--- src/pmc_pkg.sv ---
package pmc_pkg;

  // Software-selected target for the next wait-for-interrupt
  typedef enum logic [2:0]
  {
    PMC_SEL_WAIT = 3'h0,
    PMC_SEL_STOP = 3'h1,
    PMC_SEL_LLS = 3'h2,
    PMC_SEL_LS3 = 3'h3
  } pmc_sel_t;

  // Controller states, one-hot
  typedef enum logic [8:0]
  {
    PMC_ST_RUN = 9'h001,
    PMC_ST_WAIT = 9'h002,
    PMC_ST_STOP = 9'h004,
    PMC_ST_VERY_LOW_POWER_RUN = 9'h008,
    PMC_ST_VERY_LOW_POWER_WAIT = 9'h010,
    PMC_ST_VERY_LOW_POWER_STOP = 9'h020,
    PMC_ST_LLS = 9'h040,
    PMC_ST_LS3 = 9'h080,
    PMC_ST_WRST = 9'h100
  } pmc_state_t;

  // Regulator / flash speed encodings
  localparam logic PMC_REG_FULL = 1'b0;
  localparam logic PMC_REG_LOW = 1'b1;
  localparam logic PMC_FLASH_FULL = 1'b0;
  localparam logic PMC_FLASH_SLOW = 1'b1;

  // Wake-up reset pulse length in clock cycles, minus one
  localparam logic [3:0] PMC_WRST_CYCLES = 4'h4;

endpackage

--- src/pmc_ctrl.sv ---
`timescale 1ns/1ps
// Functional notes
// - Reset always lands in normal run
// - Wait-for-interrupt enters wait or stop
// - Each run mode has own wait, stop
// - Pin states held in every mode
// - Normal wait: peripherals clocked, interrupt wakes
// - Normal stop: clocks off, detect on, async wake
// - Low power run: low regulator, slow flash
// - Low power wait: sleep flagged, core clock kept on, interrupts wake
// - Low power stop: core, peripheral clocks off
// - Timer and UART in low power stop only if enabled, clocked
// - SRAM retained in low power, leakage stop
// - Leakage stop: retention, wake unit interrupt
// - Level three: peripherals off, wake reset
// - Level three keeps both SRAM halves
// - Wake interrupt resumes run via service
// - Wake reset leaves wake flag pending
module pmc_ctrl
  import pmc_pkg::*;
(
  // Clock and reset
  input wire logic i_clk,
  input wire logic i_reset,
  // Software controls
  input wire logic i_vlp_run_req,
  input wire logic [2:0] i_target_sel,
  input wire logic i_target_wr,
  input wire logic i_tpm_en,
  input wire logic i_tpm_clk_en,
  input wire logic i_uart_en,
  input wire logic i_uart_clk_en,
  // Core
  input wire logic i_wfi,
  // Wake sources, asynchronous
  input wire logic i_irq,
  input wire logic i_wake_pin,
  // Clock and power controls
  output logic o_core_clk_en,
  output logic o_periph_clk_en,
  output logic o_reg_low_power,
  output logic o_flash_slow,
  output logic o_lvd_en,
  output logic o_nested_interrupt_controller_en,
  output logic o_async_wakeup_irq_unit_en,
  output logic o_low_leakage_wakeup_unit_en,
  output logic o_periph_retain,
  output logic o_tpm_run,
  output logic o_uart_run,
  output logic o_sram_retain,
  output logic o_io_hold,
  output logic o_sleep,
  output logic o_sleep_deep,
  output logic o_low_leakage_wakeup_unit_irq_pend,
  output logic o_wake_reset,
  output logic [8:0] o_mode
);
  pmc_state_t state_q;
  pmc_state_t state_d;
  pmc_sel_t sel_q;
  logic irq_s;
  logic pin_s;
  logic wake_any;
  logic vlp_q;
  logic [3:0] wrst_cnt_q;
  logic pend_q;

  // Wake sources come from other domains
  pmc_sync #(.WIDTH(2)) u_sync
  (
    .i_clk(i_clk),
    .i_reset(i_reset),
    .i_async({i_irq, i_wake_pin}),
    .o_sync({irq_s, pin_s})
  );
  assign wake_any = irq_s | pin_s;

  // Target latched at write, used on wait-for-interrupt
  always_ff @(posedge i_clk)
  begin
    if (i_reset)
      sel_q <= PMC_SEL_WAIT;
    else if (i_target_wr)
      sel_q <= pmc_sel_t'(i_target_sel);
  end

  // Run-mode flavour request, registered every cycle, used only in run states
  always_ff @(posedge i_clk)
  begin
    if (i_reset)
      vlp_q <= 1'b0;
    else
      vlp_q <= i_vlp_run_req;
  end

  // Mode transitions
  always_comb
  begin
    state_d = state_q;
    case (state_q)
      PMC_ST_RUN, PMC_ST_VERY_LOW_POWER_RUN:
      begin
        if (i_wfi)
        begin
          // each run mode picks its own wait or stop
          if (sel_q == PMC_SEL_WAIT)
            state_d = (state_q == PMC_ST_RUN) ? PMC_ST_WAIT : PMC_ST_VERY_LOW_POWER_WAIT;
          else if (sel_q == PMC_SEL_STOP)
            state_d = (state_q == PMC_ST_RUN) ? PMC_ST_STOP : PMC_ST_VERY_LOW_POWER_STOP;
          else if (sel_q == PMC_SEL_LLS)
            state_d = PMC_ST_LLS;
          else
            state_d = PMC_ST_LS3;
        end
        else
          state_d = vlp_q ? PMC_ST_VERY_LOW_POWER_RUN : PMC_ST_RUN;
      end
      PMC_ST_WAIT, PMC_ST_STOP:
      begin
        if (irq_s)
          state_d = PMC_ST_RUN;
      end
      PMC_ST_VERY_LOW_POWER_WAIT, PMC_ST_VERY_LOW_POWER_STOP:
      begin
        if (irq_s)
          state_d = PMC_ST_VERY_LOW_POWER_RUN;
      end
      PMC_ST_LLS:
      begin
        if (wake_any)
          state_d = PMC_ST_RUN;
      end
      PMC_ST_LS3:
      begin
        if (wake_any)
          state_d = PMC_ST_WRST;
      end
      PMC_ST_WRST:
      begin
        if (wrst_cnt_q == PMC_WRST_CYCLES)
          state_d = PMC_ST_RUN;
      end
      default: state_d = PMC_ST_RUN;
    endcase
  end

  always_ff @(posedge i_clk)
  begin
    if (i_reset)
      state_q <= PMC_ST_RUN;
    else
      state_q <= state_d;
  end

  // Wake-reset pulse counter
  always_ff @(posedge i_clk)
  begin
    if (i_reset || state_q != PMC_ST_WRST)
      wrst_cnt_q <= 4'h0;
    else
      wrst_cnt_q <= wrst_cnt_q + 4'h1;
  end

  // Wake flag set on leakage wake; sticky, since this block has no clear input
  always_ff @(posedge i_clk)
  begin
    if (i_reset)
      pend_q <= 1'b0;
    else if ((state_q == PMC_ST_LLS || state_q == PMC_ST_LS3) && wake_any)
      pend_q <= 1'b1;
  end

  // Output decode per mode
  always_comb
  begin
    o_core_clk_en = state_q inside {PMC_ST_RUN, PMC_ST_VERY_LOW_POWER_RUN, PMC_ST_VERY_LOW_POWER_WAIT};
    o_periph_clk_en = state_q inside {PMC_ST_RUN, PMC_ST_VERY_LOW_POWER_RUN, PMC_ST_WAIT,
                                      PMC_ST_VERY_LOW_POWER_WAIT};
    o_reg_low_power = (state_q inside {PMC_ST_VERY_LOW_POWER_RUN, PMC_ST_VERY_LOW_POWER_WAIT, PMC_ST_VERY_LOW_POWER_STOP})
                      ? PMC_REG_LOW : PMC_REG_FULL;
    o_flash_slow = (state_q inside {PMC_ST_VERY_LOW_POWER_RUN, PMC_ST_VERY_LOW_POWER_WAIT})
                   ? PMC_FLASH_SLOW : PMC_FLASH_FULL;
    o_lvd_en = state_q inside {PMC_ST_RUN, PMC_ST_WAIT, PMC_ST_STOP, PMC_ST_WRST};
    o_nested_interrupt_controller_en = state_q inside {PMC_ST_RUN, PMC_ST_WAIT, PMC_ST_VERY_LOW_POWER_RUN,
                                PMC_ST_VERY_LOW_POWER_WAIT, PMC_ST_WRST};
    o_async_wakeup_irq_unit_en = state_q inside {PMC_ST_STOP, PMC_ST_VERY_LOW_POWER_STOP};
    o_low_leakage_wakeup_unit_en = state_q inside {PMC_ST_LLS, PMC_ST_LS3};
    o_periph_retain = state_q == PMC_ST_LLS;
    o_tpm_run = o_periph_clk_en ||
                (state_q == PMC_ST_VERY_LOW_POWER_STOP && i_tpm_en && i_tpm_clk_en);
    o_uart_run = o_periph_clk_en ||
                 (state_q == PMC_ST_VERY_LOW_POWER_STOP && i_uart_en && i_uart_clk_en);
    o_sram_retain = 1'b1;
    o_io_hold = 1'b1;
    o_sleep = state_q inside {PMC_ST_WAIT, PMC_ST_VERY_LOW_POWER_WAIT};
    o_sleep_deep = state_q inside {PMC_ST_STOP, PMC_ST_VERY_LOW_POWER_STOP, PMC_ST_LLS, PMC_ST_LS3};
    o_wake_reset = state_q == PMC_ST_WRST;
    o_low_leakage_wakeup_unit_irq_pend = pend_q;
    o_mode = state_q;
  end
endmodule // pmc_ctrl

--- src/pmc_sync.sv ---
`timescale 1ns/1ps
// Two-flop synchroniser for asynchronous wake levels
module pmc_sync
  import pmc_pkg::*;
#(
  parameter int WIDTH = 1
)
(
  // Clock and reset
  input wire logic i_clk,
  input wire logic i_reset,
  // Data
  input wire logic [WIDTH-1:0] i_async,
  output logic [WIDTH-1:0] o_sync
);
  logic [WIDTH-1:0] meta_q;
  logic [WIDTH-1:0] sync_q;

  // First stage feeds only the second
  always_ff @(posedge i_clk)
  begin
    if (i_reset)
    begin
      meta_q <= '0;
      sync_q <= '0;
    end
    else
    begin
      meta_q <= i_async;
      sync_q <= meta_q;
    end
  end

  assign o_sync = sync_q;
endmodule // pmc_sync

--- config.mk ---
export PLATFORM = sky130hd
export DESIGN_NAME = pmc_ctrl
export DESIGN_NICKNAME = d
export VERILOG_FILES = /design/src/pmc_pkg.sv /design/src/pmc_ctrl.sv /design/src/pmc_sync.sv
export SDC_FILE = /design/constraint.sdc
export NUM_CORES = 1
export LEC_CHECK = 0
export BUFFER_PORTS_ARGS = -buffer_cell sky130_fd_sc_hd__buf_2
export CAP_MARGIN = 15
export CORE_UTILIZATION = 52
export CTS_BUF_LIST = sky130_fd_sc_hd__clkbuf_8
export DETAILED_ROUTE_END_ITERATION = 6
export GPL_ROUTABILITY_DRIVEN = 0
export PLACE_DENSITY = 0.81
export SKIP_LAST_GASP = 1
export SLEW_MARGIN = 40
export SYNTH_ARGS = -nofsm -noshare
export SYNTH_HDL_FRONTEND = slang
export SYNTH_HIERARCHICAL = 1
export SYNTH_SLANG_ARGS = --single-unit
--- constraint.sdc ---
create_clock -name i_clk -period 3 [get_ports i_clk]
set_clock_uncertainty 0.15 [all_clocks]
set_input_delay 0.15 -clock i_clk [delete_from_list [all_inputs] [get_ports i_clk]]
set_output_delay 0.15 -clock i_clk [all_outputs]
set_load 0.02 [all_outputs]
==> impl_metrics.json, run 1 <==
{
  "rr_startpoint": "o_mode[7]",
  "grt_setup_unrepaired": "false",
  "layout-drive-gt1-share_pct": 27.2,
  "num_rows": 17,
  "yosys.area.top_type": "dfxtp_1",
  "die_w_um": 50.9,
  "cts-root-buf": "clkbuf_8",
  "netlist_instances": 148,
  "grt_antenna_before_repair": 0,
  "async_reset_ff_share_pct": 0,
  "vias": 1196,
  "synthTopCellsByCount": "dfxtp_1, nor2_1, inv_1",
  "crit_buf_inv": 1,
  "io_pins": 40,
  "die_h_um": 50.9,
  "grt_first_pass_wirelength_mm": 4.81,
  "power_density_mw_per_mm2": 522,
  "n_antenna_cell": 0,
  "cts_setup_buffers": 0,
  "use_met2_pct": 42.4,
  "drc": 0,
  "grt_max_degree": 21,
  "cp.arrival_ns": 2.40,
  "core_sq_mm": 0.00223,
  "synth-seq-cells": 22,
  "post-route-period-util_pct": 90.1,
  "die_area_sq_mm": 0.00259,
  "grtUsageMet3_pct": 3.57,
  "ant_nets": 0,
  "clock_latency_ns": 0.26,
  "grt_use_total_pct": 25.0,
  "dp_hpwl_mm": 2.04,
  "cts_tree": "built",
  "synthTopCellsByArea": "dfxtp_1, nor2_1, xor2_1",
  "busiest_layer": "met2",
  "vias_per_cell": 5.64,
  "grt.overflow.total": 0,
  "cts_max_path_buffers": 2,
  "cp-startpoint": "o_mode[1]",
  "clock-sinks": 22,
  "max_stage_delay_ns": 0.62,
  "seq_area_frac_synth_pct": 35.5,
  "crit_slowest_cell": "or4_1",
  "outcome": "complete, no violations",
  "p_leak_uw": 0.000709,
  "synth.most_common_cell": "dfxtp_1",
  "yosysTopAreaCellShare_pct": 35.5,
  "critPathRequiredTime_ns": 2.70,
  "synth_area_per_cell_sq_um": 8.39,
  "criticalPathCategory": "reg -> out",
  "ys_warn_count": 6,
  "drt_wl_total_mm": 2.86,
  "final_hold_viol_count": 0,
  "synth_enable_flop_cells": 0,
  "finalSetupTns_ns": 0,
  "critPathTopFamily": "simple AND/OR/NAND/NOR gates",
  "cp_cell_sequence": "or4_1, or3_1, nor4_1, a31o_2, buf_2",
  "min_period_ns": 2.70,
  "path_depth": 5,
  "synth_ff_type": "dfxtp_1",
  "hold_start": "i_target_wr",
  "drtIter0Drc": 31,
  "drt-wirelength-per-cell_um": 13.5,
  "clkTransAtPathRegs_ns": 0.08,
  "start_util_pct": 55.6,
  "r2r_end": "o_mode[0]",
  "report.final.slew_viol_count": 0,
  "yosysUniqueCellTypes": 44,
  "holdPathEnd": "sel_q[0]",
  "cp-start-kind": "register",
  "hold_path_class": "in -> reg",
  "grt_pass1_vias": 1111,
  "cp_max_fo": 13,
  "cts_buffers": 3,
  "portBuffers": 37,
  "syn_to_final_growth_pct": 23.4,
  "htreeDepth": 1,
  "total_power_uw": 799,
  "min_path_cells": 3,
  "reg2reg_slack_ns": 0.59,
  "worst_setup_path_end_kind": "output pin",
  "setup_violations": 0,
  "worst-r2r-cell-count": 5,
  "maxCapViolations": 0,
  "nNetsFinal": 201,
  "fmax_ghz": 0.370,
  "first_pass_iters": 5,
  "grtUsageMet1_pct": 30.9,
  "ir_drop_uv": 494,
  "netlist_area_sq_mm": 0.00124
}
## power by group
| group | switching [uW] | internal (uW) |
|---|---|---|
| clock network | 91.2 | 178 |
| registers | 20.1 | 303 |
| logic | 117 | 89.3 |
## worst reg2reg max path: cells and delay by family, from the launching register on
family | cells | cell delay (ns)
DFF | 1 | 0.43
and+or+nand+nor | 3 | 1.36
AOI/OAI and AO/OA | 2 | 0.38
## cell type report
class | instances | area, sq um
fillers | 183 | 702
flip-flops and latches | 22 | 440
repair buffers | 43 | 245
clock buffers | 3 | 41.3
multi-input cells | 104 | 698
clock inverters | 1 | 30.0
well taps | 28 | 35.0
inverters | 11 | 41.3
## cells in the final DEF (no fill, tap or decap), types with 3 or more instances in the layout
cell type,Yosys,layout
nand3_1,3,3
nor3_1,5,5
or4_1,3,3
a21oi_1,3,3
xor2_1,6,6
mux2i_1,3,3
o21ai_0,3,3
nand2_1,8,8
nor2_1,15,15
buf_2,1,37
nor4_1,3,3
or2_2,4,4
nor2b_1,5,5
dfxtp_1,22,22
nand2b_1,4,4
xnor2_1,4,4
inv_1,11,11
o32ai_1,5,5
clkbuf_8,0,3
dlygate4sd3_1,0,6
## worst max-delay path by stage
stage                                  to  slack (ns)
after floorplan           o_periph_retain        0.61
after global placement          o_tpm_run        0.64
after detailed placement        o_tpm_run        0.56
after CTS                       o_tpm_run        0.26
after global routing            o_tpm_run        0.10
final                           o_tpm_run        0.30
## logic make-up (layout without fill, tap and decap cells)
logic type / count (synthesis) / in the layout / share of synthesized area, %
AOI/OAI and AO/OA: 21 / 21 / 12.9
xor gates and xnor gates: 10 / 10 / 7.06
adders and majority gates: 2 / 2 / 2.02
buffers and inverters: 23 / 58 / 8.57
DFF: 22 / 22 / 35.5
muxes: 3 / 3 / 2.42
other: 1 / 2 / 0.302
and+or+nand+nor: 66 / 66 / 31.2
## per-layer routing
layer / vias to the layer above / wire length (um)
met2: 71 / 1420
met1: 540 / 1150
met5: - / 0
met3: 5 / 242
met4: 0 / 44
li1: 580 / -
## registers in the layout, summed over array words and instances, names as in the netlist
name	cells
vlp_q	1
u_sync/meta_q	2
u_sync/o_sync	2
wrst_cnt_q	4
o_mode	9
sel_q	3
o_low_leakage_wakeup_unit_irq_pend	1
## repair_timing
action,in CTS,in global routing
hold buffers,6,0
gates resized for setup,0,0
hold endpoints to repair,6,0
## through the flow
step / setup slack (ns) / util, % / cell area (sq um) / hold slack (ns) / instances
floorplan: 0.614 / - / 1240 / 0.0716 / 149
global placement: 0.636 / 62.7 / 1400 / 0.208 / 202
detailed placement: 0.561 / 62.7 / 1400 / 0.212 / 202
CTS: 0.261 / 68.6 / 1530 / 0.0424 / 212
global route: 0.104 / 68.6 / 1530 / 0.0696 / 212
finish: 0.296 / 68.6 / 1530 / 0.0607 / 212
Note: power is estimated with default switching activity, not from simulation.
==> run 2: changes to the inputs <==
- BUFFER_PORTS_ARGS: -buffer_cell sky130_fd_sc_hd__buf_2 -> -buffer_cell sky130_fd_sc_hd__buf_4
- PLACE_DENSITY: 0.81 -> 0.91
- SKIP_CTS_REPAIR_TIMING: unset -> 1
==> run 2 against run 1 <==
Compared with the run above:
- the run now ends with negative hold slack left
- via count is 2.8% higher
- worst hold slack got worse by 0.089 ns
- sequential share of layout area shrank 0.84 points
- core utilization rose by 2.1 points
- register-to-register slack barely moved
- critical path type unchanged
- highest routed layer unchanged
==> impl_metrics.json, run 2 (synthesis gave the netlist of run 1 again) <==
{
  "outcome": "finished with violations",
  "violations": "negative hold slack",
  "syn_to_final_growth_pct": 27.1,
  "layout-drive-gt1-share_pct": 27.6,
  "grt_first_pass_wirelength_mm": 4.81,
  "vias": 1230,
  "htreeDepth": 1,
  "fin_util_pct": 70.6,
  "layout_commonest_cell": "buf_4",
  "dp_hpwl_mm": 2.19,
  "placedCellCount": 202,
  "setup_violations": 0,
  "largest_register_ffs": 9,
  "post-place-ws_ns": 0.622,
  "worst_setup_path_end_kind": "output pin",
  "whs_ns": -0.0281,
  "hold_path_class": "in -> reg",
  "power_density_mw_per_mm2": 485,
  "layout_setup_ws_ns": 0.293,
  "num_rows": 17,
  "ir_drop_uv": 397,
  "start_util_pct": 55.6,
  "cp_cell_sequence": "or4_1, or3_1, nor4_1, a31o_2, buf_4",
  "maxCapViolations": 0,
  "final_cell_mix": "buf_4, dfxtp_1, nor2_1",
  "cts_tree": "built",
  "grt_antenna_before_repair": 0,
  "cts-root-buf": "clkbuf_8",
  "criticalPathCategory": "reg -> out",
  "cts_buffers": 3,
  "report.final.slew_viol_count": 0,
  "portBuffers": 37,
  "vias_per_cell": 5.89,
  "min_period_ns": 2.71,
  "critPathTopFamily": "simple AND/OR/NAND/NOR gates",
  "grt.overflow.total": 0,
  "grt_max_degree": 21,
  "io_pins": 40,
  "cp.arrival_ns": 2.41,
  "p_leak_uw": 0.000707,
  "cp-start-kind": "register",
  "drt_wl_total_mm": 2.96,
  "critPathRequiredTime_ns": 2.70,
  "cp_max_fo": 13,
  "clock_latency_ns": 0.26,
  "fmax_ghz": 0.369,
  "grt_pass1_vias": 1074,
  "drc": 0,
  "ant_nets": 0,
  "nNetsFinal": 198,
  "die_h_um": 50.9,
  "die_area_sq_mm": 0.00259,
  "grt_use_total_pct": 25.3,
  "cts_max_path_buffers": 2,
  "finalSetupTns_ns": 0,
  "crit_buf_inv": 1,
  "crit_slowest_cell": "or4_1",
  "final_hold_viol_count": 2,
  "die_w_um": 50.9,
  "drt-wirelength-per-cell_um": 14.2,
  "max_stage_delay_ns": 0.61,
  "first_pass_iters": 4,
  "drtIter0Drc": 46,
  "clkTransAtPathRegs_ns": 0.08,
  "finalNonFillerCells": 209,
  "clock-sinks": 22,
  "post-route-period-util_pct": 90.2,
  "grt_setup_unrepaired": "false",
  "core_sq_mm": 0.00223,
  "n_antenna_cell": 0
}
-- run 2: path summary, 6_finish.rpt --
| kind | startpoint | to | depth (start not counted) | slack, ns |
|---|---|---|---|---|
| max | o_mode[1] | o_tpm_run | 5 | 0.29 |
| min | i_target_sel[0] | sel_q[0] | 3 | -0.03 |
| max reg2reg | o_mode[7] | o_mode[0] | 5 | 0.60 |
| min reg2reg | u_sync/meta_q[0] | u_sync/o_sync[0] | 1 | 0.29 |
-- run 2: area by class of cell --
type	count	area [sq um]
clock buffers	4	55.1
inverters	11	41.3
fillers	186	656
repair buffers	40	308
multi-input cells	104	698
well taps	28	35.0
flip-flops and latches	22	440
-- run 2: routing by layer --
metal / share of wire [%] / vias up / global-route usage, %
met5: 0 / - / 0
met4: 2.0 / 0 / 13.4
met3: 7.8 / 8 / 5.65
met2: 50 / 68 / 42.4
met1: 40 / 575 / 30.0
li1: - / 579 / -
-- run 2: worst reg2reg max path: cells and delay by family, from the launching register on --
kind            cells  cell delay (ns)
compound gates      2             0.38
flops               1             0.43
simple gates        3             1.33
-- run 2: per-stage QoR --
step	power [uW]	area [sq um]	hold slack, ns
final	765	1580	-0.0281
after global routing	799	1580	0.00509
after CTS	765	1550	-0.0590
after detailed placement	555	1490	0.220
after global placement	548	1490	0.209
after floorplan	473	1240	0.0716
-- run 2: where the power goes --
part / switching (uW) / internal [uW] / total [uW] / leakage (uW)
combinational: 120 / 109 / 229 / 0.000499
clock: 95.1 / 117 / 212 / 0.0000288
sequential: 20.4 / 303 / 324 / 0.000179
total: 235 / 530 / 765 / 0.000707
==> run 3: changes to the inputs <==
- PLACE_DENSITY: 0.91 -> 0.81
- REMOVE_ABC_BUFFERS: unset -> 1
==> run 3 against run 2 <==
Compared with the run above:
- the run still ends with negative hold slack left
- combinational power up 3%
- setup slack got worse by 0.029 ns
- largest cell class unchanged
- highest routed layer unchanged
- core utilization up 1.6 points
- power grew 9.5%
- first-iteration DRC count decreased by 4.3%
==> impl_metrics.json, run 3 (synthesis gave the netlist of run 1 again) <==
{
  "drt_wl_total_mm": 3.01,
  "violations": "negative hold slack",
  "crit_buf_inv": 1,
  "nNetsFinal": 200,
  "io_pins": 40,
  "clkTransAtPathRegs_ns": 0.08,
  "grt_max_degree": 21,
  "cts_buffers": 3,
  "hold_path_class": "in -> reg",
  "grt_use_total_pct": 25.5,
  "worstMarginPinSlew_ns": 0.492,
  "cp_cell_sequence": "or4_1, or3_1, nor4_1, a31o_2, buf_4",
  "drt-wirelength-per-cell_um": 14.3,
  "cts_max_path_buffers": 2,
  "max_stage_delay_ns": 0.62,
  "first_pass_iters": 4,
  "largest_register_ffs": 9,
  "drtIter0Drc": 44,
  "htreeDepth": 1,
  "grt_setup_unrepaired": "false",
  "report.final.slew_viol_count": 0,
  "cp_max_fo": 13,
  "setup_violations": 0,
  "vias": 1201,
  "rr_startpoint": "o_mode[7]",
  "maxCapViolations": 0,
  "finish.instance_area_sq_mm": 0.00161,
  "outcome": "finished with violations",
  "critPathRequiredTime_ns": 2.70,
  "grt_first_pass_wirelength_mm": 4.86,
  "grt_pass1_vias": 1083,
  "crit_slowest_cell": "or4_1",
  "fillCellCount": 157,
  "die_area_sq_mm": 0.00259,
  "post-place-ws_ns": 0.589,
  "grt_antenna_before_repair": 0,
  "n_antenna_cell": 0,
  "clock-sinks": 22,
  "final_cell_mix": "buf_4, dfxtp_1, nor2_1",
  "p_leak_uw": 0.000722,
  "start_util_pct": 55.6,
  "post-route-period-util_pct": 91.2,
  "drc": 0,
  "cp-start-kind": "register",
  "num_rows": 17,
  "vias_per_cell": 5.69,
  "layout-drive-gt1-share_pct": 27.3,
  "min_period_ns": 2.74,
  "ant_nets": 0,
  "ir_drop_uv": 455,
  "finalSetupTns_ns": 0,
  "clock_latency_ns": 0.26,
  "cts_tree": "built",
  "criticalPathCategory": "reg -> out",
  "worst_setup_path_end_kind": "output pin",
  "critPathTopFamily": "simple AND/OR/NAND/NOR gates",
  "syn_to_final_growth_pct": 30.0,
  "die_w_um": 50.9,
  "core_sq_mm": 0.00223,
  "layout_commonest_cell": "buf_4",
  "die_h_um": 50.9,
  "grt.overflow.total": 0,
  "layout_setup_ws_ns": 0.264,
  "dpl_cell_area_sq_mm": 0.00149,
  "fin_util_pct": 72.3,
  "seq_area_sq_um": 440,
  "final_hold_viol_count": 1,
  "fmax_ghz": 0.366,
  "whs_ns": -0.0269,
  "cts-root-buf": "clkbuf_8",
  "hold_start": "i_target_sel[0]",
  "cp-startpoint": "o_mode[1]",
  "dp_hpwl_mm": 2.11,
  "power_density_mw_per_mm2": 519,
  "multi_input_area_sq_um": 698,
  "cp.arrival_ns": 2.44,
  "portBuffers": 37,
  "slew_headroom_pct": 66.9
}
==> run 3: worst min-delay path: stages <==
cell and delay, ns:
buf_4 0.08, mux2i_1 0.05, nor2_1 0.07
==> run 3: area by class of cell <==
type,instances,area share [%]
multi-input cells,104,43.3
flip-flops and latches,22,27.3
repair buffers,42,20.3
clock buffers,3,2.56
inverters,11,2.56
well taps,28,2.17
clock inverters,1,1.86
==> run 3: path summary, 6_finish.rpt <==
kind	end	slack, ns	cells past startpoint
hold reg to reg	u_sync/o_sync[1]	0.30	1
setup reg to reg	o_mode[0]	0.55	5
hold / removal	sel_q[0]	-0.03	3
setup / recovery	o_tpm_run	0.26	5
==> run 3: metal layers <==
metal	track usage [%]	routed length, um	share of wire, %	up-vias
met5	0	0	0	-
met4	9.72	21	0.70	0
met3	3.27	226	7.5	4
met2	43.6	1520	51	58
met1	32.6	1240	41	562
li1	-	-	-	577
==> run 3: per-stage QoR <==
step | std cells | total power [uW] | hold slack, ns
5_1_grt | 211 | 868 | 0.00434
6_report | 211 | 837 | -0.0269
3_5_place_dp | 202 | 557 | 0.219
2_1_floorplan | 137 | 466 | 0.0691
4_1_cts | 206 | 831 | -0.0566
3_3_place_gp | 202 | 551 | 0.212
==> run 3: power breakdown <==
group | leakage (uW) | internal (uW) | switching [uW]
Sequential | 0.000179 | 303 | 20.2
Clock | 0.0000357 | 178 | 101
Combinational | 0.000507 | 111 | 124
Total | 0.000722 | 592 | 245
